$ cat config.mk
export PLATFORM = sky130hd
export DESIGN_NAME = flash_self_prog_seq
export DESIGN_NICKNAME = d
export VERILOG_FILES = /design/src/hw/flash_sp_pkg.sv /design/src/hw/flash_sp_if.sv /design/src/hw/flash_self_prog_seq.sv /design/src/hw/flash_sp_page_buf.sv /design/src/hw/flash_sp_timer.sv
export VERILOG_INCLUDE_DIRS = /design/src /design/src/hw
export SDC_FILE = /design/constraint.sdc
export NUM_CORES = 2
export LEC_CHECK = 0
export ABC_AREA = 1
export BUFFER_PORTS_ARGS = -buffer_cell sky130_fd_sc_hd__buf_2
export CAP_MARGIN = 20
export CORE_MARGIN = 2
export CORE_UTILIZATION = 58
export CTS_CLUSTER_SIZE = 16
export DETAILED_ROUTE_END_ITERATION = 8
export PLACE_DENSITY = 0.75
export SYNTH_ARGS = -nofsm -noshare
export SYNTH_HDL_FRONTEND = slang
export SYNTH_SLANG_ARGS = --single-unit
$ cat constraint.sdc
create_clock -name i_clk -period 5.02 [get_ports i_clk]
set_clock_uncertainty 0.05 [all_clocks]
set_input_delay 0.502 -clock i_clk [delete_from_list [all_inputs] [get_ports i_clk]]
set_output_delay 0.502 -clock i_clk [all_outputs]
set_load 0.03 [all_outputs]
$ cat src/hw/flash_sp_consts.svh
// Shared constants for the flash self-programming sequencer.
`ifndef FLASH_SP_CONSTS_SVH
`define FLASH_SP_CONSTS_SVH

`define CTRL_EN_BIT 0
`define CTRL_ERASE_BIT 1
`define CTRL_WRITE_BIT 2
`define CTRL_LOCK_BIT 3
`define CTRL_REEN_BIT 4
`define CTRL_BUSY_BIT 6
`define CTRL_IE_BIT 7
`define CMD_W 6
`define CMD_LOAD 6'h01
`define CMD_ERASE 6'h03
`define CMD_WRITE 6'h05
`define CMD_LOCK 6'h09
`define CMD_REEN 6'h11
`define ARM_WINDOW_CYC 3'h4
`define CLK_MHZ 25
`define PROG_TIME_MIN_US 3700
`define PROG_CYCLES (`PROG_TIME_MIN_US * `CLK_MHZ)
`define LOCK_W 6
`define LOCK_RESET 6'h3F
`define WORD_BITS 6
`define HALTING_SECTION_FIRST_PAGE 448

`endif

$ cat src/hw/flash_sp_pkg.sv
// Types of the flash self-programming sequencer.
package flash_sp_pkg;
  typedef enum logic [1:0] {
    ST_IDLE = 2'b00,
    ST_ARMED = 2'b01,
    ST_RUN = 2'b10
  } seq_state_t;

  typedef enum logic [1:0] {
    OP_NONE = 2'b00,
    OP_ERASE = 2'b01,
    OP_WRITE = 2'b10,
    OP_LOCK = 2'b11
  } op_kind_t;
endpackage

$ cat src/hw/flash_sp_if.sv
// Internal carrier between the sequencer, its page buffer and its timer.
`timescale 1ns/100ps
interface flash_sp_if #(
  parameter int WORD_BITS = 6
);
  logic buf_load;
  logic [WORD_BITS-1:0] buf_idx;
  logic [15:0] buf_wdata;
  logic buf_clear;
  logic [WORD_BITS-1:0] buf_rd_idx;
  logic [15:0] buf_rd_data;
  logic buf_any_loaded;
  logic tmr_start;
  logic tmr_done;

  modport seq (
    output buf_load, buf_idx, buf_wdata, buf_clear, buf_rd_idx, tmr_start,
    input buf_rd_data, buf_any_loaded, tmr_done
  );
  modport pbuf (
    input buf_load, buf_idx, buf_wdata, buf_clear, buf_rd_idx,
    output buf_rd_data, buf_any_loaded
  );
  modport tmr (
    input tmr_start,
    output tmr_done
  );
endinterface

$ cat src/hw/flash_self_prog_seq.sv
// Flash self-programming sequencer: command arming, execution and status.
//
// Notes on behaviour
// - Command address comes from the 16-bit pointer, high byte over low byte.
// - Low pointer bits pick the word in page, high bits pick the page.
// - Target page is latched at start; later pointer changes do not matter.
// - Lock-bit programming ignores the pointer entirely.
// - Program-memory reads are byte addressed; pointer bit 0 picks the byte.
// - Pattern X0000011 then store within four cycles erases the addressed page.
// - Erase of read-while-write part keeps halting part readable; else CPU stalls.
// - Pattern 00000001 then store loads the data word into the page buffer.
// - Buffer clears after page write, on read re-enable, and on reset.
// - An EEPROM write during buffer loading discards all loaded words.
// - Pattern X0000101 then store writes the page; data registers are ignored.
// - Write to read-while-write part keeps halting part readable; else CPU stalls.
// - With interrupt enabled, interrupt is high while the enable bit is clear.
// - Erase or write blocks read-while-write reads and holds the busy flag.
// - Read re-enable clears the busy flag; software does it before reuse.
// - Pattern X0001001 then store programs each lock bit whose data bit is zero.
// - Lock programming leaves the whole flash readable with no stall.
// - An EEPROM write blocks all commands and fuse or lock reads.
// - Erase, write and lock operations each last between 3.7 ms and 4.5 ms.
// - A lock bit at one is unprogrammed; zero is programmed.
`timescale 1ns/100ps
`include "flash_sp_consts.svh"
module flash_self_prog_seq
  import flash_sp_pkg::*;
#(
  parameter int WORD_BITS = `WORD_BITS,
  parameter int HALTING_SECTION_FIRST_PAGE = `HALTING_SECTION_FIRST_PAGE,
  parameter int PROG_CYCLES = `PROG_CYCLES
) (
  input wire logic i_clk,
  input wire logic i_rst,
  input wire logic i_ctrl_wr,
  input wire logic [7:0] i_ctrl_wdata,
  output logic [7:0] o_self_prog_ctrl_status,
  input wire logic i_spm,
  input wire logic [7:0] i_z_hi,
  input wire logic [7:0] i_z_lo,
  input wire logic [7:0] i_r1,
  input wire logic [7:0] i_r0,
  input wire logic i_lpm,
  output logic [14:0] o_lpm_word_addr,
  output logic o_lpm_byte_hi,
  output logic o_lpm_valid,
  output logic o_lpm_blocked,
  input wire logic i_eeprom_write_busy,
  output logic o_fuse_lock_read_block,
  output logic o_flash_erase,
  output logic o_flash_write,
  output logic [14-WORD_BITS:0] o_flash_page,
  input wire logic [WORD_BITS-1:0] i_buf_rd_idx,
  output logic [15:0] o_buf_rd_data,
  output logic [`LOCK_W-1:0] o_lock_bits,
  output logic o_cpu_stall,
  output logic o_prog_irq
);
  localparam int PAGE_W = 15 - WORD_BITS;

  flash_sp_if #(.WORD_BITS(WORD_BITS)) sif ();

  flash_sp_page_buf #(.WORD_BITS(WORD_BITS)) u_buf (
    .i_clk(i_clk),
    .i_rst(i_rst),
    .bif(sif.pbuf)
  );

  flash_sp_timer #(.PROG_CYCLES(PROG_CYCLES)) u_tmr (
    .i_clk(i_clk),
    .i_rst(i_rst),
    .tif(sif.tmr)
  );

  // Pointer decode.
  logic [15:0] z_ptr;
  logic [PAGE_W-1:0] z_page;
  logic [WORD_BITS-1:0] z_word;
  assign z_ptr = {i_z_hi, i_z_lo};
  assign z_page = z_ptr[15:WORD_BITS+1];
  assign z_word = z_ptr[WORD_BITS:1];

  // Sequencer state.
  // Every output below is registered; the d values are built in the one process below.
  seq_state_t state_q, state_d;
  logic [`CMD_W-1:0] cmd_q, cmd_d;
  logic [2:0] arm_cnt_q, arm_cnt_d;
  op_kind_t op_q, op_d;
  logic [PAGE_W-1:0] page_q, page_d;
  logic ie_q, ie_d;
  logic busy_q, busy_d;
  logic stall_q, stall_d;
  logic erase_q, erase_d;
  logic write_q, write_d;
  logic [`LOCK_W-1:0] lock_q, lock_d;
  logic irq_q, irq_d;
  logic [7:0] status_q, status_d;
  logic buf_load;
  logic buf_clear;
  logic tmr_start;
  logic halting_target;

  // The page field alone picks the section: pages from HALTING_SECTION_FIRST_PAGE up form the
  // halting section, whose code must stay readable while the other part is programmed.
  assign halting_target = (32'(z_page) >= HALTING_SECTION_FIRST_PAGE);

  always_comb begin
    state_d = state_q;
    cmd_d = cmd_q;
    arm_cnt_d = arm_cnt_q;
    op_d = op_q;
    page_d = page_q;
    ie_d = ie_q;
    busy_d = busy_q;
    stall_d = stall_q;
    erase_d = 1'b0;
    write_d = 1'b0;
    lock_d = lock_q;
    buf_load = 1'b0;
    buf_clear = 1'b0;
    tmr_start = 1'b0;
    if (i_ctrl_wr) begin
      ie_d = i_ctrl_wdata[`CTRL_IE_BIT];
    end
    case (state_q)
      ST_IDLE: begin
        // commands refused during EEPROM write
        // Only the enable bit arms; a write without it just updates the interrupt enable.
        if (i_ctrl_wr && !i_eeprom_write_busy && i_ctrl_wdata[`CTRL_EN_BIT]) begin
          cmd_d = i_ctrl_wdata[`CMD_W-1:0];
          arm_cnt_d = 3'h0;
          state_d = ST_ARMED;
        end
      end
      ST_ARMED: begin
        // EEPROM write cancels arming
        // Cancelling rather than waiting keeps a stale store from firing later.
        if (i_eeprom_write_busy) begin
          cmd_d = '0;
          state_d = ST_IDLE;
        end else if (i_spm) begin
          cmd_d = '0;
          state_d = ST_IDLE;
          case (cmd_q)
            `CMD_LOAD: begin
              buf_load = 1'b1;
            end
            `CMD_ERASE: begin
              // The command bits stay up while the timer runs, so software can poll them.
              cmd_d = cmd_q;
              page_d = z_page;
              op_d = OP_ERASE;
              erase_d = 1'b1;
              tmr_start = 1'b1;
              busy_d = 1'b1;
              stall_d = halting_target;
              state_d = ST_RUN;
            end
            `CMD_WRITE: begin
              cmd_d = cmd_q;
              page_d = z_page;
              op_d = OP_WRITE;
              write_d = 1'b1;
              tmr_start = 1'b1;
              busy_d = 1'b1;
              stall_d = halting_target;
              state_d = ST_RUN;
            end
            `CMD_LOCK: begin
              cmd_d = cmd_q;
              // pointer not used
              // Neither the latched page nor the buffer index is touched here.
              op_d = OP_LOCK;
              tmr_start = 1'b1;
              // zero data bit programs the lock
              // Bits only move from one to zero; nothing in this block unprograms a lock.
              lock_d = lock_q & i_r0[`LOCK_W-1:0];
              stall_d = 1'b0;
              state_d = ST_RUN;
            end
            `CMD_REEN: begin
              // Acting on the store, not on the control write, keeps one path for all commands.
              busy_d = 1'b0;
              buf_clear = 1'b1;
            end
            default: begin
              cmd_d = '0;
            end
          endcase
        // arming window expiry
        // The counter starts at zero on the write, so stores land in the four cycles after it.
        end else if (arm_cnt_q == (`ARM_WINDOW_CYC - 3'h1)) begin
          cmd_d = '0;
          state_d = ST_IDLE;
        end else begin
          arm_cnt_d = arm_cnt_q + 3'h1;
        end
      end
      ST_RUN: begin
        // operation length from timer
        // The timer length sets the minimum programming time; scale PROG_CYCLES to the clock.
        if (sif.tmr_done) begin
          cmd_d = '0;
          stall_d = 1'b0;
          buf_clear = (op_q == OP_WRITE);
          op_d = OP_NONE;
          state_d = ST_IDLE;
        end
      end
      default: begin
        state_d = ST_IDLE;
        cmd_d = '0;
      end
    endcase

    // EEPROM write discards loaded words
    // Clearing only while a word is loaded is enough: an empty buffer has nothing to lose.
    if (i_eeprom_write_busy && sif.buf_any_loaded) begin
      buf_clear = 1'b1;
    end

    // level interrupt while enable is clear
    // Both come from the next values, so interrupt and status bits always change together.
    irq_d = ie_d && !cmd_d[`CTRL_EN_BIT];
    status_d = {ie_d, busy_d, 1'b0, cmd_d[4:0]};
  end

  always_ff @(posedge i_clk) begin
    if (i_rst) begin
      state_q <= ST_IDLE;
      cmd_q <= '0;
      arm_cnt_q <= 3'h0;
      op_q <= OP_NONE;
      page_q <= '0;
      ie_q <= 1'b0;
      busy_q <= 1'b0;
      stall_q <= 1'b0;
      erase_q <= 1'b0;
      write_q <= 1'b0;
      lock_q <= `LOCK_RESET;
      irq_q <= 1'b0;
      status_q <= 8'h00;
    end else begin
      state_q <= state_d;
      cmd_q <= cmd_d;
      arm_cnt_q <= arm_cnt_d;
      op_q <= op_d;
      page_q <= page_d;
      ie_q <= ie_d;
      busy_q <= busy_d;
      stall_q <= stall_d;
      erase_q <= erase_d;
      write_q <= write_d;
      lock_q <= lock_d;
      irq_q <= irq_d;
      status_q <= status_d;
    end
  end

  // Buffer and timer hookup; the buffer reset also gives the clear on reset.
  // The word index needs no latch because a buffer load completes in one cycle.
  assign sif.buf_load = buf_load;
  assign sif.buf_idx = z_word;
  assign sif.buf_wdata = {i_r1, i_r0};
  assign sif.buf_clear = buf_clear;
  assign sif.buf_rd_idx = i_buf_rd_idx;
  assign sif.tmr_start = tmr_start;
  assign o_buf_rd_data = sif.buf_rd_data;

  // Read port state.
  logic [14:0] lpm_addr_q, lpm_addr_d;
  logic lpm_hi_q, lpm_hi_d;
  logic lpm_vld_q, lpm_vld_d;
  logic lpm_blk_q, lpm_blk_d;
  logic fl_blk_q, fl_blk_d;

  always_comb begin
    lpm_addr_d = lpm_addr_q;
    lpm_hi_d = lpm_hi_q;
    lpm_vld_d = 1'b0;
    lpm_blk_d = lpm_blk_q;
    if (i_lpm) begin
      lpm_addr_d = z_ptr[15:1];
      lpm_hi_d = z_ptr[0];
      lpm_vld_d = 1'b1;
      // read-while-write part unreadable while busy
      // The address still goes out; the array must drop the data while blocked is set.
      lpm_blk_d = busy_d && !halting_target;
    end
    // fuse and lock reads blocked during EEPROM write
    // The EEPROM busy level is on this clock already, so no synchroniser is needed.
    fl_blk_d = i_eeprom_write_busy;
  end

  always_ff @(posedge i_clk) begin
    if (i_rst) begin
      lpm_addr_q <= 15'h0000;
      lpm_hi_q <= 1'b0;
      lpm_vld_q <= 1'b0;
      lpm_blk_q <= 1'b0;
      fl_blk_q <= 1'b0;
    end else begin
      lpm_addr_q <= lpm_addr_d;
      lpm_hi_q <= lpm_hi_d;
      lpm_vld_q <= lpm_vld_d;
      lpm_blk_q <= lpm_blk_d;
      fl_blk_q <= fl_blk_d;
    end
  end

  assign o_self_prog_ctrl_status = status_q;
  assign o_lpm_word_addr = lpm_addr_q;
  assign o_lpm_byte_hi = lpm_hi_q;
  assign o_lpm_valid = lpm_vld_q;
  assign o_lpm_blocked = lpm_blk_q;
  assign o_fuse_lock_read_block = fl_blk_q;
  assign o_flash_erase = erase_q;
  assign o_flash_write = write_q;
  assign o_flash_page = page_q;
  assign o_lock_bits = lock_q;
  assign o_cpu_stall = stall_q;
  assign o_prog_irq = irq_q;
endmodule

$ cat src/hw/flash_sp_page_buf.sv
// Temporary page buffer: one word per entry plus a loaded flag.
`timescale 1ns/100ps
module flash_sp_page_buf #(
  parameter int WORD_BITS = 6
) (
  input wire logic i_clk,
  input wire logic i_rst,
  flash_sp_if.pbuf bif
);
  localparam int DEPTH = 1 << WORD_BITS;

  logic [15:0] mem_q [DEPTH];
  logic [DEPTH-1:0] vld_q;
  logic [15:0] rd_q, rd_d;

  genvar gi;
  generate
    for (gi = 0; gi < DEPTH; gi++) begin : g_entry
      logic [15:0] word_d;
      logic vld_d;
      always_comb begin
        word_d = mem_q[gi];
        vld_d = vld_q[gi];
        if (bif.buf_clear) begin
          word_d = 16'hFFFF;
          vld_d = 1'b0;
        end else if (bif.buf_load && (bif.buf_idx == WORD_BITS'(gi))) begin
          word_d = bif.buf_wdata;
          vld_d = 1'b1;
        end
      end
      always_ff @(posedge i_clk) begin
        if (i_rst) begin
          mem_q[gi] <= 16'hFFFF;
          vld_q[gi] <= 1'b0;
        end else begin
          mem_q[gi] <= word_d;
          vld_q[gi] <= vld_d;
        end
      end
    end
  endgenerate

  always_comb begin
    rd_d = mem_q[bif.buf_rd_idx];
  end

  always_ff @(posedge i_clk) begin
    if (i_rst) begin
      rd_q <= 16'hFFFF;
    end else begin
      rd_q <= rd_d;
    end
  end

  assign bif.buf_rd_data = rd_q;
  assign bif.buf_any_loaded = |vld_q;
endmodule

$ cat src/hw/flash_sp_timer.sv
// Programming-time counter: one done pulse a fixed count after start.
`timescale 1ns/100ps
module flash_sp_timer #(
  parameter int PROG_CYCLES = 92500
) (
  input wire logic i_clk,
  input wire logic i_rst,
  flash_sp_if.tmr tif
);
  logic [31:0] cnt_q, cnt_d;
  logic done_q, done_d;

  always_comb begin
    cnt_d = cnt_q;
    done_d = 1'b0;
    if (tif.tmr_start) begin
      cnt_d = 32'(PROG_CYCLES);
    end else if (cnt_q != 32'h0) begin
      cnt_d = cnt_q - 32'h1;
      done_d = (cnt_q == 32'h1);
    end
  end

  always_ff @(posedge i_clk) begin
    if (i_rst) begin
      cnt_q <= 32'h0;
      done_q <= 1'b0;
    end else begin
      cnt_q <= cnt_d;
      done_q <= done_d;
    end
  end

  assign tif.tmr_done = done_q;
endmodule
Yosys cells after proc, flatten, opt, wreduce, memory -nomap -nowiden. Memories as Yosys holds them, arrays and structs flattened. A register that Yosys moved wholly into a read port is not among the register bits. Index checks and enable logic that the tools add are counted.

Memories kept: 1. Input port bits: 52. Output and inout bits: 62. Logic and storage cells: 710. Bits in writable memories: 1024. Bits in registers: 158.

$add $sub $neg: 2. Mux-type cells: 247. Magnitude comparators: 1. Reductions and logical operators: 156. Equal/unequal tests: 147. Bitwise operators: 69.

Memories: u_buf.mem_q (words 64, bits a word 16, read ports 1, clocked after memory_dff 1, write ports 64, line flash_sp_page_buf.sv:12) `logic [15:0] mem_q [DEPTH];`.

Operator list (count): 16-bit two-way mux (192); 6-bit equality test, second input constant (32); 2-bit != test, second input constant (69); 2-bit AND reduction (64); 6-bit by 5-bit equality test with 1-bit output, second input constant (17); 1-bit logical AND (69); 1-bit bitwise OR (64); 64-bit OR reduction (1); 6-bit by 4-bit equality test with 1-bit output, second input constant (9); 6-bit two-way mux (6); 17-bit two-way mux (2); 32-bit by 1-bit equality test with 1-bit output, second input constant (1); 32-bit nonzero test (1); 32-bit by 1-bit subtractor with 32-bit output, second input constant (1); 6-bit by 3-bit equality test with 1-bit output, second input constant (5); 1-bit two-way mux (26); 6-bit by 2-bit equality test with 1-bit output, second input constant (3); 6-bit one-hot mux with 3 select lines (1); 2-bit two-way mux (8); 5-bit AND reduction (3); 6-bit by 1-bit equality test with 1-bit output, second input constant (2); 3-bit two-way mux (4); 2-bit one-hot mux with 3 select lines (2); 4-bit AND reduction (3); other kinds (22) (37).

Logic depth before layout (Yosys ltp).
Word-level depth: 9. Depth in mapped cells: 13. Mapped depth without buffers: 12.

By module. Synthesis repeated with hierarchy kept, for this count alone.

Cells, all modules: 5756. Area total of the unflattened synthesis: 53995.5 µm².

By module, submodules not included: flash_sp_page_buf (area an instance 49566.3 µm², cells an instance 5109, sequential area each 32351.0 µm², times used 1); flash_self_prog_seq (area an instance 2378.5 µm², cells an instance 314, sequential area each 1061.0 µm², times used 1); flash_sp_timer (area an instance 2050.7 µm², cells an instance 333, sequential area each 660.6 µm², times used 1).

Worst setup path before layout. OpenSTA, ideal clock, no wires.

Kind: flip-flop to flip-flop. From: register state_q[1]. To: memory u_buf.mem_q[18][0], enable pin. Arrival: 2.628 ns. Slack: 1.930 ns. Clock period less this slack: 3.090 ns. Stages on the path, launching flop included: 10. Setup time: 0.411 ns. Path buffers: 1. Data required time: 4.559 ns. Path through: dfxtp_1 -> inv_1 -> ha_1 -> nand3_1 -> nor2_2 -> nand2_1 -> inv_2 -> buf_12 -> nand2_4 -> o21ai_0.

RTL lines: start, declared (line flash_self_prog_seq.sv:85) `seq_state_t state_q, state_d;`; start signal, assigned (line flash_self_prog_seq.sv:244) `state_q <= state_d;`; end, declared (line flash_sp_page_buf.sv:12).

==> qor_table.md <==
| Stage | Metric | Value |
|---|---|---|
| run status | Result of the run | finished clean |
| cts | Postcts setup bufs | 0 |
| layout | Area taken by flip-flops and latches | 0.0341 mm2 |
| synthesis | Synthesized area | 0.0572 mm2 |
| sta | Sum of negative setup slack | 0 ns |
| synthesis | Top-area cell type share of the netlist area | 0.538 |
| route | Final routed wire length divided by cell count | 23.8 um |
| cts | Clock slew at reported path FFs | 0.06 ns |
| worst setup path | Critical Path Sink Type | flop |
| global route | First-pass GRT wire length | 253 mm |
| synthesis | Number of enable-type register cells in the synthesized netlist | 1,024 |
| worst setup path | Cell Chain, Critical Path | inv_1 > ha_1 > nand3_1 > nor2_2 > nand2_1 > inv_2 > nand2_1 > nor2_2 > inv_1 > nand2_1 |
| synthesis | Main flop type after synthesis | edfxtp_1 |
| synthesis | Post-synthesis sequential area ratio | 0.596 |
| layout | Leading cell types in the layout, fill and taps excluded | 1,452 x nand2_1, 1,036 x nand4_1, 1,024 x edfxtp_1 |
| worst setup path | Setup crit start kind | flop |
| sta | Measured slew at the worst slew-check pin | 1.28 ns |
| worst setup path | Crit path max fanout | 17 |
| placement | Placed cell areas | 0.0576 mm2 |
| cts | CTS tree | yes |
| cts | TritonCTS buffer count | 120 |
| floorplanning | Die outline height | 318 um |
| worst setup path | Data arrival time of the worst path | 4.44 ns |
| power | Gate power share | 0.134 |
| placement | Minimum setup slack after placement | 0.987 ns |
| synthesis | Number of warnings reported in the yosys synthesis log | 0 |
| synthesis | Flip-flop and latch count after synthesis | 1,190 |
| worst setup path | Worst r2r path cells | 10 |
| cts | Maximum level of the CTS H-tree | 3 |
| sta | RSZ-0062 raised after global routing | no |
| synthesis | Post-Syn Instances | 5,980 |
| route | Number of design-rule violations left by the first detailed-router iteration | 6,713 |
| power | Register share of total power | 0.479 |
| power | Internal power | 16,600 uW |
| global route | Number of antenna violations at the first check in global routing | 8 |
| layout | Layout overhead on the synthesized area | 7.88% |
| global route | Pin count of the biggest net entering global routing | 238 |
| cts | Clock latency on the worst-skew pair | 0.72 ns |
| floorplanning | Area of the die | 0.101 mm2 |
| worst setup path | Critical register-to-register path startpoint | state_q[1] |
| sta | Hold violation count in the final report | 0 |
| synthesis | Top post-synthesis cells by area | edfxtp_1 54%, nand4_1 11%, nand2_1 9.5%, nand3_1 8.0%, dfxtp_1 5.8% |
| synthesis | Net count after synthesis | 6,040 |
| worst setup path | R2r setup slk | 0.86 ns |
| layout | Area taken by multi-input logic gates | 0.0195 mm2 |
| power | Net switching fraction of the power | 0.273 |
| worst setup path | Start-to-end type of the worst setup path | reg2reg |
| worst setup path | FF-to-FF End | u_buf.mem_q[58][13] |
| run | Max-Cap Viols | 0 |
| cts | Clk sink count | 1,190 |
| synthesis | Top cell type by total area after synthesis | edfxtp_1 |
| power | Share of total power in the clock network | 0.387 |
| sta | Worst slack on hold paths | 0.0217 ns |
| worst setup path | Most common cell on crit path | nand2_1 |
| sta | Finish-stage setup viols | 0 |
| sta | Crit path setup slack, layout | 0.856 ns |
| placement | # placed instances | 6,831 |
| sta | Count of pins over their slew limit | 0 |
| floorplanning | Row Count | 115 |
| placement | Estimated wirelength of the detail-placed design | 93.7 mm |
| floorplanning | Ports placed on the boundary | 114 |
| global route | Total global routing track utilization | 0.323 |
| power | Leakage | 0.0203 uW |
| synthesis | Count of different cell masters after synthesis | 40 |
| synthesis | Proportion of synthesized flip-flops having asynchronous set or reset | 0 |
| route | Detailed-router iteration count before antenna repair | 8 |
| global route | Vias in the first global route | 43,000 |
| floorplanning | Core region area | 0.0980 mm2 |
| worst setup path | Required time of the critical path | 5.30 ns |
| power | Worst vdd rail ir drop | 434 uV |
| route | Residual DRC | 0 |
| layout | Total Nets Final | 5,743 |
| worst setup path | Peak per-stage delay on the critical path | 0.72 ns |
| min path | Worst Hold Endpoint | ie_q |
| route | Final ANT Viol Nets | 0 |
| placement | Port-buffer cells | 111 |
| floorplanning | Die Wd | 318 um |
| placement | Final GP Congestion | 0.929 |
| power | Switching component of the power | 6240 uW |
| sta | Final cycle utilization of the critical path | 0.829 |
| min path | Class of the most critical hold timing path | in2reg |
| power | Power density cells | 371 mW/mm2 |
| cts | Maximum root-to-sink buffer count | 3 |
| worst setup path | Slowest cell on crit path | nor2_2 |
| route | Total detailed-routing wirelength | 168 mm |
| layout | Most common cell after layout, fill and taps aside | nand2_1 |
| route | Average vias per placed instance | 6.57 |
| layout | Post-route cell area | 0.0617 mm2 |
| sta | Worst max-slew margin expressed relative to the limit | 0.147 |
| layout | Proportion of layout cells with a drive suffix above 1 | 0.0902 |
| sta | Maximum frequency from static timing analysis | 240 MHz |
| min path | Launch instance of the worst min-delay path | i_ctrl_wdata[7] |
| floorplanning | Starting Density | 0.583 |
| layout | Number of filler cells placed in the layout | 7,731 |
| route | Total number of vias | 46,500 |
| cts | Clock root buffer | clkbuf_16 |
| sta | Shortest clock period the worst path allows after layout | 4.16 ns |
| min path | Hold Path Depth | 3 |
| synthesis | Mean area per synthesized cell | 9.56 um2 |
| global route | Global route total overflow | 0 |
| layout | Final cell count without fillers | 7,079 |
-- worst max-delay path by stage --
stage                           from                   to  cells past startpoint
after floorplan           state_q[1]   u_buf.mem_q[18][0]                      9
after global placement    state_q[1]   u_buf.mem_q[58][0]                     10
after detailed placement  state_q[1]   u_buf.mem_q[58][2]                     10
after CTS                 state_q[1]  u_buf.mem_q[58][13]                     10
after global routing      state_q[1]   u_buf.mem_q[58][3]                     10
final                     state_q[1]  u_buf.mem_q[58][13]                     10
-- power groups by stage --
stage	sequential, uW	combinational, uW	clock, uW
after floorplan	11200	2070	0
after detailed placement	11200	2980	0
after global routing	11000	3370	9220
after CTS	11000	3010	8830
after global placement	11200	2920	0
final	11000	3080	8850
-- layout make-up --
type | count | area share
clock buffers | 180 | 0.0561
multi-input cells | 3941 | 0.317
clock inverters | 48 | 0.00645
inverters | 196 | 0.0127
repair buffers | 234 | 0.0295
well taps | 1287 | 0.0261
diodes | 3 | 0.000122
flip-flops and latches | 1190 | 0.553
-- worst max-delay path, delay by kind of cell, from the launching register on --
| kind | cells | cell delay, ns |
|---|---|---|
| buf+inv | 3 | 0.75 |
| flops | 1 | 0.33 |
| simple gates | 6 | 2.32 |
| fa+ha+maj | 1 | 0.32 |
-- cells in the mapped netlist, types with 2 or more instances --
library cell / count
nand2_1: 1452
nand4_1: 1036
edfxtp_1: 1024
nand3_1: 916
clkbuf_1: 422
nor2_1: 256
inv_1: 172
dfxtp_1: 166
buf_2: 151
o21ai_0: 81
buf_4: 51
nor2_4: 37
a21oi_1: 32
or2_2: 29
buf_1: 28
inv_2: 23
nor2_2: 21
or2_1: 14
xnor2_1: 11
nand2_4: 9
xor2_1: 9
ha_1: 8
nor3_1: 7
nand3_2: 4
nand2_2: 3
nor2_8: 3
nand3b_1: 2
-- what timing repair did --
item,in CTS,in global routing
hold buffers,17,0
gates resized for setup,0,0
endpoints found under the hold margin,17,0
-- through the flow --
step	total power [uW]	utilization
after global routing	23600	0.629
final	22900	0.629
after CTS	22800	0.629
after detailed placement	14100	0.588
after global placement	14100	0.588
after floorplan	13300	-
-- layer usage --
| layer | global-route usage | wire (um) |
|---|---|---|
| met4 | 0.178 | 9530 |
| met1 | 0.439 | 62500 |
| met2 | 0.496 | 76600 |
| met3 | 0.0536 | 19600 |
| met5 | 0 | 14 |
-- registers in the layout, indices dropped and copies added, names as in the netlist, 2 cells and up --
register and cells:
cmd_q 5, o_flash_page 9, o_self_prog_ctrl_status 2, op_q 2, state_q 2, arm_cnt_q 3, o_lock_bits 6, o_lpm_word_addr 15
u_buf.mem_q 1024, u_buf.bif.buf_rd_data 16, u_buf.vld_q 64, u_tmr.cnt_q 32
-- logic make-up after synthesis --
kind of cell               count (synthesis)  share of synthesized area
other                                      1                  0.0000656
xor gates and xnor gates                  20                    0.00306
AOI/OAI and AO/OA                        119                     0.0107
DFF                                     1190                      0.596
adders and majority gates                  8                    0.00175
muxes                                      1                   0.000175
buffers and inverters                    849                     0.0627
and+or+nand+nor                         3792                      0.325
Note: power is estimated with default switching activity, not from simulation.
